<file path="config.mk">
export PLATFORM = sky130hd
export DESIGN_NAME = mac_addr_filter_phy_mgmt
export DESIGN_NICKNAME = d
export VERILOG_FILES = /design/src/mac_filt_pkg.sv /design/src/filt_if.sv /design/src/addr_filter.sv /design/src/mac_addr_filter_phy_mgmt.sv
export SDC_FILE = /design/constraint.sdc
export NUM_CORES = 1
export LEC_CHECK = 0
export ABC_AREA = 1
export BUFFER_PORTS_ARGS = -buffer_cell sky130_fd_sc_hd__buf_2
export CAP_MARGIN = 5
export CORE_MARGIN = 3
export CORE_UTILIZATION = 40
export DETAILED_ROUTE_END_ITERATION = 6
export PLACE_DENSITY = 0.71
export SLEW_MARGIN = 25
export SYNTH_ARGS = -nofsm -noshare
export SYNTH_HDL_FRONTEND = slang
export SYNTH_HIERARCHICAL = 1
export SYNTH_SLANG_ARGS = --single-unit
export TNS_END_PERCENT = 20
</file>
<file path="constraint.sdc">
create_clock -name core_clk_i -period 15.55 [get_ports core_clk_i]
set_clock_uncertainty 0.2 [all_clocks]
set_input_delay 1.555 -clock core_clk_i [delete_from_list [all_inputs] [get_ports core_clk_i]]
set_output_delay 1.555 -clock core_clk_i [all_outputs]
set_load 0.05 [all_outputs]
</file>
<file path="src/mac_filt_pkg.sv">
// constants, field layout and state types for the station address filter and phy management
// Functional notes
// - upper address register, bits 47..32, resets ones
// - lower address register, bits 31..0, resets ones
// - lower byte zero compared against first octet
// - address registers obey reset protection setting
// - hash index msb picks word, rest bit
// - selected hash bit one accepts group frame
// - accept-all-group setting accepts every group frame
// - hash table two read-write words, reset zero
// - index field 10..6 picks phy register
// - bit 1 selects write, zero selects read
// - read result lands in data register on the edge that clears pending
// - pending bit set starts, hardware clears at end
// - data held during write, invalid during read
// - data register sixteen bits, reset zero
package mac_filt_pkg;
    // register offsets (byte addresses)
    localparam logic [11:0] OFS_STATION_UPPER = 12'h104;
    localparam logic [11:0] OFS_STATION_LOWER = 12'h108;
    localparam logic [11:0] OFS_HASH_UPPER = 12'h10C;
    localparam logic [11:0] OFS_HASH_LOWER = 12'h110;
    localparam logic [11:0] OFS_MGMT_CTRL = 12'h114;
    localparam logic [11:0] OFS_MGMT_DATA = 12'h118;
    localparam logic [11:0] OFS_FILTER_CTRL = 12'h180;
    // reset values
    localparam logic [15:0] STATION_UPPER_RST = 16'hFFFF;
    localparam logic [31:0] STATION_LOWER_RST = 32'hFFFF_FFFF;
    localparam logic [31:0] HASH_RST = 32'h0000_0000;
    localparam logic [15:0] MGMT_DATA_RST = 16'h0000;
    // management control fields
    localparam int CTL_PEND_BIT = 0;
    localparam int CTL_WRITE_BIT = 1;
    localparam int CTL_INDEX_LSB = 6;
    localparam int CTL_PHYADDR_LSB = 11;
    localparam int FIELD_W = 5;
    localparam int FILT_ACCEPT_ALL_BIT = 0;
    // filter constants
    localparam logic [31:0] CRC_POLY = 32'hEDB8_8320;
    localparam logic [31:0] CRC_INIT = 32'hFFFF_FFFF;
    localparam logic [2:0] ADDR_OCTETS = 3'h6;
    localparam int HASH_IDX_W = 6;
    // management sequencer states
    typedef enum logic {MGMT_IDLE, MGMT_BUSY} mgmt_state_t;
endpackage : mac_filt_pkg

</file>
<file path="src/filt_if.sv">
// interface carrying filter settings and verdicts between the register block and the filter
interface filt_if;
    logic [47:0] station_addr; // {upper[15:0], lower[31:0]}
    logic [63:0] hash_table; // {upper word, lower word}
    logic accept_all; // pass every group frame
    logic verdict_valid; // one-cycle pulse after the sixth octet
    logic station_hit; // destination equals station address
    logic group_frame; // destination is a group address
    logic group_accept; // group frame passes hash or accept-all
    modport ctl (
        output station_addr, hash_table, accept_all,
        input verdict_valid, station_hit, group_frame, group_accept
    );
    modport flt (
        input station_addr, hash_table, accept_all,
        output verdict_valid, station_hit, group_frame, group_accept
    );
endinterface : filt_if

</file>
<file path="src/addr_filter.sv">
// destination address filter: station compare and multicast hash lookup
module addr_filter (
    // clock and synchronised reset
    input wire logic clk_i,
    input wire logic rst_n_i,
    // destination octets from the receiver
    input wire logic rx_start_i,
    input wire logic rx_valid_i,
    input wire logic [7:0] rx_byte_i,
    // settings in, verdicts out
    filt_if.flt fif
);
    logic [2:0] cnt_reg, cnt_next; // octets seen in this frame
    logic [31:0] crc_reg, crc_next; // running crc over the destination
    logic hit_reg, hit_next; // all octets so far match
    logic grp_reg, grp_next; // first octet group bit
    logic vld_reg, vld_next;
    logic acc_reg, acc_next;
    logic [5:0] idx_reg, idx_next; // hash index kept for checking
    logic [2:0] pos; // octet position of the current byte
    logic [31:0] crc_step;
    logic hit_step;

    // one octet of reflected crc-32, lsb first as on the wire
    function automatic logic [31:0] crc_byte(input logic [31:0] c, input logic [7:0] d);
        logic [31:0] r;
        r = c;
        for (int i = 0; i < 8; i++) begin
            if (r[0] ^ d[i]) begin
                r = (r >> 1) ^ mac_filt_pkg::CRC_POLY;
            end else begin
                r = r >> 1;
            end
        end
        return r;
    endfunction : crc_byte

    // a start octet restarts the count so a runt frame never poisons the next
    always_comb begin
        pos = rx_start_i ? 3'h0 : cnt_reg;
        crc_step = crc_byte(rx_start_i ? mac_filt_pkg::CRC_INIT : crc_reg, rx_byte_i);
        hit_step = (rx_start_i || hit_reg) &&
                   (rx_byte_i == fif.station_addr[{pos, 3'h0} +: 8]);
        cnt_next = cnt_reg;
        crc_next = crc_reg;
        hit_next = hit_reg;
        grp_next = grp_reg;
        idx_next = idx_reg;
        vld_next = 1'b0;
        acc_next = acc_reg;
        if (rx_valid_i && (pos < mac_filt_pkg::ADDR_OCTETS)) begin
            cnt_next = pos + 3'h1;
            crc_next = crc_step;
            hit_next = hit_step;
            if (pos == 3'h0) begin
                grp_next = rx_byte_i[0];
            end
            if (pos == mac_filt_pkg::ADDR_OCTETS - 3'h1) begin
                // upper six crc bits; msb picks the word, the rest the bit
                idx_next = crc_step[31 -: mac_filt_pkg::HASH_IDX_W];
                acc_next = fif.accept_all || fif.hash_table[idx_next];
                vld_next = 1'b1;
            end
        end
    end

    // filter state registers
    always_ff @(posedge clk_i or negedge rst_n_i) begin
        if (!rst_n_i) begin
            cnt_reg <= 3'h0;
            crc_reg <= mac_filt_pkg::CRC_INIT;
            hit_reg <= 1'b0;
            grp_reg <= 1'b0;
            idx_reg <= 6'h00;
            vld_reg <= 1'b0;
            acc_reg <= 1'b0;
        end else begin
            cnt_reg <= cnt_next;
            crc_reg <= crc_next;
            hit_reg <= hit_next;
            grp_reg <= grp_next;
            idx_reg <= idx_next;
            vld_reg <= vld_next;
            acc_reg <= acc_next;
        end
    end

    assign fif.verdict_valid = vld_reg;
    assign fif.station_hit = hit_reg;
    assign fif.group_frame = grp_reg;
    assign fif.group_accept = acc_reg;
endmodule : addr_filter

</file>
<file path="src/mac_addr_filter_phy_mgmt.sv">
// register block: station address, group hash table, filter control and phy management
module mac_addr_filter_phy_mgmt #(
    parameter int ADDR_W = 12 // register port address width
) (
    // clock and reset
    input wire logic core_clk_i,
    input wire logic rst_n_i,
    // register port
    input wire logic [ADDR_W-1:0] reg_addr_i,
    input wire logic [31:0] reg_wdata_i,
    input wire logic reg_wr_i,
    input wire logic reg_rd_i,
    output logic [31:0] reg_rdata_o,
    // soft reset and reset protection
    input wire logic soft_reset_i,
    input wire logic reset_protect_i,
    // receive destination octets
    input wire logic rx_start_i,
    input wire logic rx_valid_i,
    input wire logic [7:0] rx_byte_i,
    // filter verdicts and the station address
    output logic verdict_valid_o,
    output logic station_hit_o,
    output logic group_frame_o,
    output logic group_accept_o,
    output logic [47:0] station_addr_o,
    // internal phy management port
    output logic phy_req_o,
    output logic phy_write_o,
    output logic [4:0] phy_addr_o,
    output logic [4:0] phy_reg_o,
    output logic [15:0] phy_wdata_o,
    input wire logic phy_done_i,
    input wire logic [15:0] phy_rdata_i
);
    // the offsets need at least nine address bits
    if (ADDR_W < 9) begin : g_bad_addr_w
        $error("ADDR_W too small for the register map");
    end

    logic rst_meta_reg; // first synchroniser stage, read only by the second
    logic rst_sync_reg; // released reset used by the whole design
    logic rst_n;

    // reset release through two flip-flops; assertion stays asynchronous
    always_ff @(posedge core_clk_i or negedge rst_n_i) begin
        if (!rst_n_i) begin
            rst_meta_reg <= 1'b0;
            rst_sync_reg <= 1'b0;
        end else begin
            rst_meta_reg <= 1'b1;
            rst_sync_reg <= rst_meta_reg;
        end
    end
    assign rst_n = rst_sync_reg;

    // address decode
    logic sel_st_up, sel_st_lo, sel_hash_up, sel_hash_lo;
    logic sel_ctl, sel_data, sel_filt;
    assign sel_st_up = (reg_addr_i == ADDR_W'(mac_filt_pkg::OFS_STATION_UPPER));
    assign sel_st_lo = (reg_addr_i == ADDR_W'(mac_filt_pkg::OFS_STATION_LOWER));
    assign sel_hash_up = (reg_addr_i == ADDR_W'(mac_filt_pkg::OFS_HASH_UPPER));
    assign sel_hash_lo = (reg_addr_i == ADDR_W'(mac_filt_pkg::OFS_HASH_LOWER));
    assign sel_ctl = (reg_addr_i == ADDR_W'(mac_filt_pkg::OFS_MGMT_CTRL));
    assign sel_data = (reg_addr_i == ADDR_W'(mac_filt_pkg::OFS_MGMT_DATA));
    assign sel_filt = (reg_addr_i == ADDR_W'(mac_filt_pkg::OFS_FILTER_CTRL));

    // filter settings group
    logic [15:0] st_upper_reg, st_upper_next; // address bits 47..32
    logic [31:0] st_lower_reg, st_lower_next; // address bits 31..0
    logic [31:0] hash_upper_reg, hash_upper_next;
    logic [31:0] hash_lower_reg, hash_lower_next;
    logic accept_all_reg, accept_all_next; // pass every group frame

    // next values of the filter settings
    always_comb begin
        st_upper_next = st_upper_reg;
        st_lower_next = st_lower_reg;
        hash_upper_next = hash_upper_reg;
        hash_lower_next = hash_lower_reg;
        accept_all_next = accept_all_reg;
        if (reg_wr_i && sel_st_up) begin
            st_upper_next = reg_wdata_i[15:0];
        end
        if (reg_wr_i && sel_st_lo) begin
            st_lower_next = reg_wdata_i;
        end
        if (reg_wr_i && sel_hash_up) begin
            hash_upper_next = reg_wdata_i;
        end
        if (reg_wr_i && sel_hash_lo) begin
            hash_lower_next = reg_wdata_i;
        end
        if (reg_wr_i && sel_filt) begin
            accept_all_next = reg_wdata_i[mac_filt_pkg::FILT_ACCEPT_ALL_BIT];
        end
        // soft reset wins over a same-cycle write except to a protected address; protection keeps the address
        if (soft_reset_i) begin
            hash_upper_next = mac_filt_pkg::HASH_RST;
            hash_lower_next = mac_filt_pkg::HASH_RST;
            accept_all_next = 1'b0;
            if (!reset_protect_i) begin
                st_upper_next = mac_filt_pkg::STATION_UPPER_RST;
                st_lower_next = mac_filt_pkg::STATION_LOWER_RST;
            end
        end
    end

    // filter settings registers
    always_ff @(posedge core_clk_i or negedge rst_n) begin
        if (!rst_n) begin
            st_upper_reg <= mac_filt_pkg::STATION_UPPER_RST;
            st_lower_reg <= mac_filt_pkg::STATION_LOWER_RST;
            hash_upper_reg <= mac_filt_pkg::HASH_RST;
            hash_lower_reg <= mac_filt_pkg::HASH_RST;
            accept_all_reg <= 1'b0;
        end else begin
            st_upper_reg <= st_upper_next;
            st_lower_reg <= st_lower_next;
            hash_upper_reg <= hash_upper_next;
            hash_lower_reg <= hash_lower_next;
            accept_all_reg <= accept_all_next;
        end
    end

    // management group
    mac_filt_pkg::mgmt_state_t state_reg, state_next;
    logic pending_reg, pending_next; // access in progress
    logic write_sel_reg, write_sel_next; // one: write, zero: read
    logic [4:0] phy_addr_reg, phy_addr_next; // phy address field, forwarded as written
    logic [4:0] phy_index_reg, phy_index_next; // phy register index
    logic [15:0] mgmt_data_reg, mgmt_data_next; // data to or from the phy

    // writes while pending are dropped so the running cycle keeps its
    // address, direction and data; software is expected to poll first
    always_comb begin
        state_next = state_reg;
        pending_next = pending_reg;
        write_sel_next = write_sel_reg;
        phy_addr_next = phy_addr_reg;
        phy_index_next = phy_index_reg;
        mgmt_data_next = mgmt_data_reg;
        case (state_reg)
            mac_filt_pkg::MGMT_IDLE: begin
                if (reg_wr_i && sel_data) begin
                    mgmt_data_next = reg_wdata_i[15:0];
                end
                if (reg_wr_i && sel_ctl) begin
                    phy_addr_next = reg_wdata_i[mac_filt_pkg::CTL_PHYADDR_LSB +:
                                                mac_filt_pkg::FIELD_W];
                    phy_index_next = reg_wdata_i[mac_filt_pkg::CTL_INDEX_LSB +:
                                                 mac_filt_pkg::FIELD_W];
                    write_sel_next = reg_wdata_i[mac_filt_pkg::CTL_WRITE_BIT];
                    if (reg_wdata_i[mac_filt_pkg::CTL_PEND_BIT]) begin
                        pending_next = 1'b1;
                        state_next = mac_filt_pkg::MGMT_BUSY;
                    end
                end
            end
            mac_filt_pkg::MGMT_BUSY: begin
                // request held until the phy answers
                if (phy_done_i) begin
                    pending_next = 1'b0;
                    state_next = mac_filt_pkg::MGMT_IDLE;
                    if (!write_sel_reg) begin
                        mgmt_data_next = phy_rdata_i;
                    end
                end
            end
            default: begin
                state_next = mac_filt_pkg::MGMT_IDLE;
                pending_next = 1'b0;
            end
        endcase
    end

    // management registers
    always_ff @(posedge core_clk_i or negedge rst_n) begin
        if (!rst_n) begin
            state_reg <= mac_filt_pkg::MGMT_IDLE;
            pending_reg <= 1'b0;
            write_sel_reg <= 1'b0;
            phy_addr_reg <= 5'h00;
            phy_index_reg <= 5'h00;
            mgmt_data_reg <= mac_filt_pkg::MGMT_DATA_RST;
        end else begin
            state_reg <= state_next;
            pending_reg <= pending_next;
            write_sel_reg <= write_sel_next;
            phy_addr_reg <= phy_addr_next;
            phy_index_reg <= phy_index_next;
            mgmt_data_reg <= mgmt_data_next;
        end
    end

    // read data group
    logic [31:0] rdata_reg, rdata_next;

    // read data stand only in the cycle after the strobe; unmapped reads zero
    always_comb begin
        rdata_next = 32'h0000_0000;
        if (reg_rd_i) begin
            if (sel_st_up) begin
                rdata_next = {16'h0000, st_upper_reg};
            end else if (sel_st_lo) begin
                rdata_next = st_lower_reg;
            end else if (sel_hash_up) begin
                rdata_next = hash_upper_reg;
            end else if (sel_hash_lo) begin
                rdata_next = hash_lower_reg;
            end else if (sel_ctl) begin
                rdata_next = {16'h0000, phy_addr_reg, phy_index_reg, 4'h0,
                              write_sel_reg, pending_reg};
            end else if (sel_data) begin
                rdata_next = {16'h0000, mgmt_data_reg};
            end else if (sel_filt) begin
                rdata_next = {31'h0000_0000, accept_all_reg};
            end
        end
    end

    // read data register
    always_ff @(posedge core_clk_i or negedge rst_n) begin
        if (!rst_n) begin
            rdata_reg <= 32'h0000_0000;
        end else begin
            rdata_reg <= rdata_next;
        end
    end

    // filter instance over the carrier interface
    filt_if fif ();
    assign fif.station_addr = {st_upper_reg, st_lower_reg};
    assign fif.hash_table = {hash_upper_reg, hash_lower_reg};
    assign fif.accept_all = accept_all_reg;

    addr_filter u_filter (
        .clk_i(core_clk_i),
        .rst_n_i(rst_n),
        .rx_start_i(rx_start_i),
        .rx_valid_i(rx_valid_i),
        .rx_byte_i(rx_byte_i),
        .fif(fif.flt)
    );

    // outputs, all from flip-flops
    assign reg_rdata_o = rdata_reg;
    assign verdict_valid_o = fif.verdict_valid;
    assign station_hit_o = fif.station_hit;
    assign group_frame_o = fif.group_frame;
    assign group_accept_o = fif.group_accept;
    assign station_addr_o = {st_upper_reg, st_lower_reg};
    assign phy_req_o = pending_reg;
    assign phy_write_o = write_sel_reg;
    assign phy_addr_o = phy_addr_reg;
    assign phy_reg_o = phy_index_reg;
    assign phy_wdata_o = mgmt_data_reg;
endmodule : mac_addr_filter_phy_mgmt

</file>
After elaboration in Yosys (flattened, before gate mapping)

Cells that the tools add are included.

Register bits: 215
Input bits: 77
Output and inout bits: 112
Word-level logic and storage cells: 121

Add/sub/neg operators: 1
Magnitude comparators: 2
Eq/ne operators: 14
Shift operators: 1
Multiplexer cells: 46
Bitwise operators: 17
Reductions and logical operators: 20

Operator list:

| cell                  | number |
|---|---|
| $mux W32              | 21 |
| $mux W16              | 8 |
| $not A13 Y14          | 8 |
| $eq A12 B9 Y1 const B | 7 |
| $shiftx A48 B7 Y8     | 1 |
| $pmux W16 S2          | 1 |
| $mux W1               | 12 |
| $ne A2 B2 Y1 const B  | 5 |
| $logic_and A1 B1 Y1   | 9 |
| $eq A8 B8 Y1          | 1 |
| $xor A1 B1 Y1         | 8 |
| $lt A6 B7 Y1 const B  | 1 |
| $bmux W1 S6           | 1 |
| $reduce_and A2 Y1     | 3 |
| $reduce_and A3 Y1     | 2 |
| $reduce_bool A2 Y1    | 3 |
| $pmux W1 S2           | 2 |
| $add A3 B1 Y3 const B | 1 |
| $eq A3 B3 Y1 const B  | 1 |
| $logic_not A3 Y1      | 1 |
| $lt A3 B3 Y1 const B  | 1 |
| $mux W3               | 1 |
| $logic_or A1 B1 Y1    | 2 |
| $not A1 Y1            | 1 |

Logic depth before layout (Yosys ltp)

Gate-level depths: netlist of run 1.

Depth after elaboration: 20
Mapped depth: 22
Gate-level depth less buffers: 21

Hierarchy

The synthesis of run 1 kept the hierarchy.

By module, submodules not included:

| module                   | instances | cells an instance | area an instance (um2) |
|---|---|---|---|
| mac_addr_filter_phy_mgmt | 1         | 935               | 8394.3 |
| addr_filter              | 1         | 583               | 4041.4 |

Worst setup path before layout of run 1

OpenSTA, ideal clock, no wires.

Path type: input -> register
Start: input rx_start_i
End: register u_filter.acc_reg (netlist: u_filter/fif.group_accept)
Library setup time: 118 ps
Arrival: 3251 ps
Required time: 15232 ps
Slack: 11981 ps
Stages on the path: 20
Path through: buf_6 nor2_2 nand2_2 nand2_4 nand2_1 nand2_4 nand2_1 nand2_1 nand2_2 nand2_4 buf_6 nand2_1 o211ai_1 nand3_1 nand3_1 nand2_1 nand2_1 nand2_1 nor2_1 nor2_1

Longest elaborated chain between the ends: 17

Ends and longest elaborated chain:

| item                          | RTL line                       | RTL |
|---|---|---|
| from (decl)                   | mac_addr_filter_phy_mgmt.sv:18 | `input wire logic rx_start_i,` |
| $mux W32                      | addr_filter.sv:41              | `crc_step = crc_byte(rx_start_i ? mac_filt_pkg::CRC_INIT : crc_reg, rx_byte_i);` |
| $mux W32 (2 in series)        | addr_filter.sv:29              | `if (r[0] ^ d[i]) begin` |
| $xor A1 B1 Y1                 | addr_filter.sv:29              |  |
| $mux W32                      | addr_filter.sv:29              |  |
| $not A13 Y14 (no source line) | n/a                            |  |
| $mux W32                      | addr_filter.sv:29              |  |
| $not A13 Y14 (no source line) | n/a                            |  |
| $mux W32 (2 in series)        | addr_filter.sv:29              |  |
| $not A13 Y14 (no source line) | n/a                            |  |
| $mux W32                      | addr_filter.sv:29              |  |
| $not A13 Y14 (no source line) | n/a                            |  |
| $mux W32                      | addr_filter.sv:29              |  |
| $bmux W1 S6                   | addr_filter.sv:61              | `acc_next = fif.accept_all \|\| fif.hash_table[idx_next];` |
| $mux W1 (not written as such) | addr_filter.sv:61              |  |
| $logic_or A1 B1 Y1            | addr_filter.sv:61              |  |
| to (signal assigned)          | addr_filter.sv:84              | `acc_reg <= acc_next;` |
| to (decl)                     | addr_filter.sv:18              | `logic acc_reg, acc_next;` |

Several ways; a longest one is shown, not always the timed one. The select of a mux whose other input is x is not followed.
A chain may end at the register's enable or synchronous reset.

Final worst setup path of run 1

Same ends and word-level chain as after synthesis.

==> results of run 1 <==
-- how the worst min path moves through the flow --
stage | start | endpoint | slack [ns] | cells after the start
2_1_floorplan | rst_meta_reg | rst_n | 0.13 | 0
6_report | rst_meta_reg | rst_n | 0.16 | 0
3_3_place_gp | rst_meta_reg | rst_n | 0.14 | 0
4_1_cts | rst_meta_reg | rst_n | 0.16 | 0
5_1_grt | rst_meta_reg | rst_n | 0.16 | 0
3_5_place_dp | rst_meta_reg | rst_n | 0.14 | 0
-- worst reg2reg max path, delay by kind of cell (launching register included) --
kind                   cells  cell delay (ns)
buffers and inverters      2             0.30
AND/OR/NAND/NOR           19             2.13
flip-flops                 1             0.55
-- layer usage --
layer  part of all wire  wire [um]  GRT usage  up-vias
met5                  0          0          0        -
met4              0.051       2020      0.103        0
met3              0.085       3340     0.0544       87
met2               0.44      17100      0.346      519
met1               0.43      16800      0.318     5342
li1                   -          -          -     5219
-- final cells by class --
type                       count  area share
tap                          390      0.0344
clock inverter                11      0.0100
multi-input combinational   1082       0.414
timing repair buffer         194      0.0697
clock buffer                  33      0.0489
inverter                     138      0.0365
sequential                   215       0.386
-- through the flow --
stage / hold WS (ns) / utilization / area [um2] / worst slack [ns] / power [mW]
global placement: 0.139 / 0.443 / 13400 / 10.75 / 1.28
floorplan: 0.131 / - / 12400 / 9.05 / 1.17
global route: 0.164 / 0.472 / 14200 / 10.75 / 2.00
finish: 0.156 / 0.472 / 14200 / 11.13 / 1.90
detailed placement: 0.141 / 0.443 / 13400 / 10.62 / 1.29
CTS: 0.159 / 0.471 / 14200 / 11.15 / 1.90
-- logic make-up (layout without fill, tap and decap cells) --
logic type | after synthesis | in the layout | synth area share
AO/OA/AOI/OAI | 326 | 326 | 0.165
flip-flops | 215 | 215 | 0.441
adder cells (fa/ha/maj) | 3 | 3 | 0.00302
XOR/XNOR | 65 | 65 | 0.0506
AND/OR/NAND/NOR | 687 | 687 | 0.253
buffers and inverters | 221 | 376 | 0.0876
other | 1 | 1 | 0.000302
-- cell usage after synthesis (18+ instances only) --
master	number	area, um2
nand2_1	436	1640
dfrtp_1	135	3380
o21ai_0	120	601
inv_1	118	443
nand3_1	93	465
dfstp_2	80	2100
nor2_1	70	263
o21ai_2	53	464
o211ai_1	41	308
a21oi_1	36	180
xor2_1	36	315
clkbuf_1	31	116
o21ai_1	31	155
buf_6	26	293
xnor2_1	24	210
nand2_2	23	144
nand3b_1	21	158
inv_2	19	71.3
buf_2	18	90.1
-- power by group through the flow --
stage	combinational, mW	sequential, mW	clock [mW]
global route	0.658	0.708	0.632
floorplan	0.453	0.721	0
global placement	0.571	0.706	0
CTS	0.589	0.699	0.609
finish	0.596	0.700	0.601
detailed placement	0.586	0.706	0
==> flow_summary_export.csv, run 1 <==
group,metric,value,unit
detailed_routing,dr_total_vias,11200,
synthesis,async_flop_share,1.00,
floorplan,die-width,182,um
timing,finalSetupViolations,0,
place,io_buffer_count,188,
final_layout,final_common_cell,"nand2_1",
final_layout,drive_above_1_share,0.273,
critical_path,crit_type,"in2reg",
critical_path,cp_common_cell,"nand2_1",
run_status,status,"finished, final reports clean",
synthesis,synth_area,12400,um2
detailed_routing,ant_nets,0,
timing,fin_crit_sh,0.284,
clock_network,post-cts-setup-buffer-count,0,
critical_path,critPathCaptureType,"flop",
critical_path,r2r-start,"u_filter/crc_reg[3]",
grt,grt_antenna_before_repair,0,
critical_path,cp-start-kind,"primary input",
critical_path,cp_max_fo,40,
detailed_routing,drc,0,
final_layout,nets,1735,
final_layout,final_cells,2063,
place,gp_congestion,0.931,
critical_path,timing.rr.end,"u_filter/fif.group_accept",
timing,hold_viol,0,
synthesis,synth_edf_count,0,
timing,fin_crit,4.42,ns
critical_path,worst_path_max_delay_cell,"buf_2",
final_layout,fillers,2922,
floorplan,core-area,30100,um2
final_layout,diodes,0,
grt,grt_start_max_net_pins,84,
detailed_routing,wirelength,39200,um
clock_network,tritoncts,"built",
pwr,power_switching,681,uW
detailed_routing,wire_per_inst,19.0,um
grt,overflow,0,
floorplan,die_area,33200,um2
synthesis,avgSynthCellArea,8.19,um2
timing,drv_slew,0,
synthesis,ys_warn_count,6,
grt,grt_pass1_wl,60800,um
clock_network,hold_buffers,0,
floorplan,rows,63,
pwr,leakagePower,7.03,nW
clock_network,clk_path_buf_depth,3,
timing,worst_slew_pin_slew,1.06,ns
critical_path,path_cells,"buf_2, o21ai_1, nand2_1, inv_2, nand2_2, nand2_4, nand2_1, nand2_2, nand2_2, nand2_4, inv_2, nand2_1, nand3_1, nand3_1, nand3_1, nand2_1, nand2_1, nand2_1, nor2_1, nor2_1",
critical_path,max_stage_delay,0.61,ns
grt,grt.total_usage,0.231,
timing,slew_headroom,0.296,
synthesis,syn-num-nets,1598,
clock_network,cts.clk_slew.worst_paths,0.06,ns
clock_network,clk_latency,0.53,ns
synthesis,netlist_instances,1518,
critical_path,cp_num_buf_inv,3,
timing,setup_tns,0,ns
critical_path,crit_start,"rx_start_i",
detailed_routing,drt-initial-drc-count,1050,
clock_network,htreeDepth,1,
critical_path,cp.depth,20,
pwr,p_sw_frac,0.359,
critical_path,reg2reg_slack,12.29,ns
synthesis,seq_area_frac_synth,0.441,
clock_network,clock_sinks,215,
synthesis,ys_ff_latch,215,
timing,rsz0062_at_grt,"false",
final_layout,seqCellArea,5480,um2
final_layout,syn_to_final_growth,14.2,%
timing,fmax,0.226,GHz
critical_path,crit_arrival,4.65,ns
final_layout,multi_input_area,5880,um2
critical_path,rr_worst_depth,21,
final_layout,mostFrequentLayoutCells,"nand2_1 (436), buf_2 (188), dfrtp_1 (134)",
synthesis,ys.flop_type,"dfrtp_1",
pwr,clockPowerShare,0.317,
worst_hold_path,hold_class,"reg2reg",
synthesis,synth_cell_types,49,
detailed_routing,drt_first_pass_iters,7,
critical_path,crit_family,"simple AND/OR/NAND/NOR gates",
clock_network,numCtsBuffers,24,
floorplan,start_util,0.413,
flow_run,drv_cap,0,
pwr,power_frac_comb,0.314,
place,placed_cells,2019,
pwr,p_per_area,134,nW/um2
detailed_routing,vias_per_cell,5.41,
pwr,p_seq_frac,0.369,
place,place_hpwl,28600,um
pwr,max-vdd-ir-drop,0.0831,mV
clock_network,cts.repair.resized,0,
critical_path,cp.required,15.77,ns
grt,grt_pass1_vias,10600,
floorplan,die_height,182,um
pwr,p_int,1.22,mW
critical_path,crit_end,"u_filter/fif.group_accept",
clock_network,cts-root-buf,"clkbuf_16",
floorplan,io_pins,189,
Note: power is estimated with default switching activity, not from simulation.
==> inputs of run 2 (changes only) <==
--- a/config.mk
+++ b/config.mk
@@ -11,7 +11,7 @@
 export CORE_MARGIN = 3
 export CORE_UTILIZATION = 40
 export DETAILED_ROUTE_END_ITERATION = 6
-export PLACE_DENSITY = 0.71
+export PLACE_DENSITY = 0.73
 export SLEW_MARGIN = 25
 export SYNTH_ARGS = -nofsm -noshare
 export SYNTH_HDL_FRONTEND = slang
==> constraint.sdc (replaced) <==
create_clock -name core_clk_i -period 3.73 [get_ports core_clk_i]
set_clock_uncertainty 0.2 [all_clocks]
set_input_delay 0.373 -clock core_clk_i [delete_from_list [all_inputs] [get_ports core_clk_i]]
set_output_delay 0.373 -clock core_clk_i [all_outputs]
set_load 0.05 [all_outputs]
==> run 2 against run 1 <==
Against the previous run: non-clock buffer count grew 63; utilization is 2.1 points higher; sequential share of layout area decreased by 1.6 points; combinational power grew to 4.3 times the previous value; final cell count rose by 3.2%; register-to-register slack got worse by 12 ns; routed wire length grew 0.19%; total power rose to 4.2 times the previous value; die area unchanged.
==> flow_summary_export.csv, run 2 (synthesized netlist as in run 1, its figures left out) <==
group,metric,value,unit
critical_path,cp.required,3.95,ns
floorplan,die_height,182,um
detailed_routing,drt_first_pass_iters,5,
final_layout,diodes,0,
detailed_routing,ant_nets,0,
place,place_hpwl,28800,um
floorplan,die-width,182,um
floorplan,core-area,30100,um2
clock_network,clk_latency,0.54,ns
worst_hold_path,hold_class,"in2reg",
detailed_routing,drc,0,
flow_run,drv_cap,0,
clock_network,tritoncts,"built",
grt,grt_pass1_wl,62300,um
grt,grt-busiest-layer,"met2",
clock_network,post-cts-setup-buffer-count,0,
critical_path,cp_max_fo,35,
final_layout,stdcell_area,14800,um2
timing,setup_tns,0,ns
final_layout,nets,1799,
grt,grt.total_usage,0.233,
pwr,p_per_area,535,nW/um2
timing,hold_ws,0.00203,ns
final_layout,final_common_cell,"nand2_1",
critical_path,cp-start-kind,"flop",
grt,met2_usage,0.371,
run_status,status,"finished, final reports clean",
timing,finalSetupViolations,0,
final_layout,final_util,0.493,
timing,slew_headroom,0.377,
grt,overflow,0,
final_layout,mostFrequentLayoutCells,"nand2_1 (436), buf_2 (188), dfrtp_1 (134)",
final_layout,drive_above_1_share,0.269,
grt,grt_antenna_before_repair,0,
clock_network,cts.repair.resized,0,
detailed_routing,dr_total_vias,11400,
floorplan,io_pins,189,
detailed_routing,wirelength,39300,um
floorplan,rows,63,
clock_network,hold_buffers,55,
detailed_routing,drt-initial-drc-count,1134,
place,placed_cells,2027,
timing,fin_crit_sh,0.796,
clock_network,cts.clk_slew.worst_paths,0.06,ns
final_layout,syn_to_final_growth,19.3,%
grt,met1_usage,0.317,
detailed_routing,wire_per_inst,18.5,um
place,placedInstanceArea,13400,um2
floorplan,die_area,33200,um2
grt,grt_start_max_net_pins,152,
clock_network,htreeDepth,1,
critical_path,crit_arrival,3.19,ns
place,io_buffer_count,188,
timing,hold_viol,0,
clock_network,clock_sinks,215,
final_layout,final_cells,2128,
critical_path,crit_type,"reg2reg",
floorplan,start_util,0.413,
critical_path,critPathCaptureType,"flop",
timing,fmax,0.337,GHz
timing,fin_crit,2.97,ns
timing,rsz0062_at_grt,"false",
clock_network,clk_path_buf_depth,3,
timing,drv_slew,0,
grt,met3_usage,0.0425,
timing,worst_slew_pin_slew,0.934,ns
clock_network,cts-root-buf,"clkbuf_16",
detailed_routing,vias_per_cell,5.38,
place,gp_congestion,0.948,
pwr,leakagePower,7.31,nW
pwr,max-vdd-ir-drop,0.339,mV
clock_network,numCtsBuffers,25,
grt,grt_pass1_vias,11100,
run 2: worst max-delay path, cell delays in order (launching register included):
cell,delay (ns)
dfstp_2,0.54
nor2_1,0.04
nand2_1,0.08
nand2_1,0.18
inv_2,0.16
nand2_2,0.09
nand2_4,0.12
nand2_1,0.06
nand2_1,0.10
nand2_4,0.19
nand2_4,0.34
inv_2,0.14
nand2_1,0.08
nand2_1,0.05
nand2_1,0.05
nand3_1,0.07
nand3_1,0.07
nand2_1,0.06
nand2_1,0.05
nand2_1,0.04
nor2_1,0.10
nor2_1,0.05
run 2: stage by stage:
stage | worst slack, ns | power (mW)
after global routing | 0.425 | 8.35
after detailed placement | 0.461 | 5.41
after CTS | 0.791 | 7.94
after floorplan | 0.0679 | 4.89
final | 0.761 | 7.94
after global placement | 0.544 | 5.35
run 2: path summary, 6_finish.rpt:
kind,cells past startpoint,startpoint,slack (ns),endpoint
min in group asynchronous,1,rst_n,0.28,reg_rdata_o[8]
setup / recovery,21,u_filter/crc_reg[3],0.76,u_filter/fif.group_accept
hold / removal,3,reg_wdata_i[15],0.002,hash_upper_reg[15]
max in group asynchronous,1,rst_n,2.44,reg_rdata_o[26]
setup reg to reg,21,u_filter/crc_reg[3],0.76,u_filter/fif.group_accept
hold reg to reg,0,rst_meta_reg,0.15,rst_n
run 2: power by group:
| part | internal [mW] | switching, mW |
|---|---|---|
| sequential | 2.71 | 0.201 |
| clock | 1.48 | 0.989 |
| combinational | 0.902 | 1.65 |
run 2: final cells by class:
| cell class | instances | area, um2 |
|---|---|---|
| sequential | 215 | 5480 |
| multi-input combinational | 1082 | 5890 |
| inverter | 138 | 518 |
| fill | 2877 | 15300 |
| tap | 390 | 488 |
| clock buffer | 35 | 713 |
| clock inverter | 11 | 123 |
| timing repair buffer | 257 | 1620 |
run 2: layer usage:
layer	wire, um	vias to the layer above
li1	-	5341
met1	16400	5450
met2	17900	568
met3	3380	85
met4	1640	0
met5	0	-
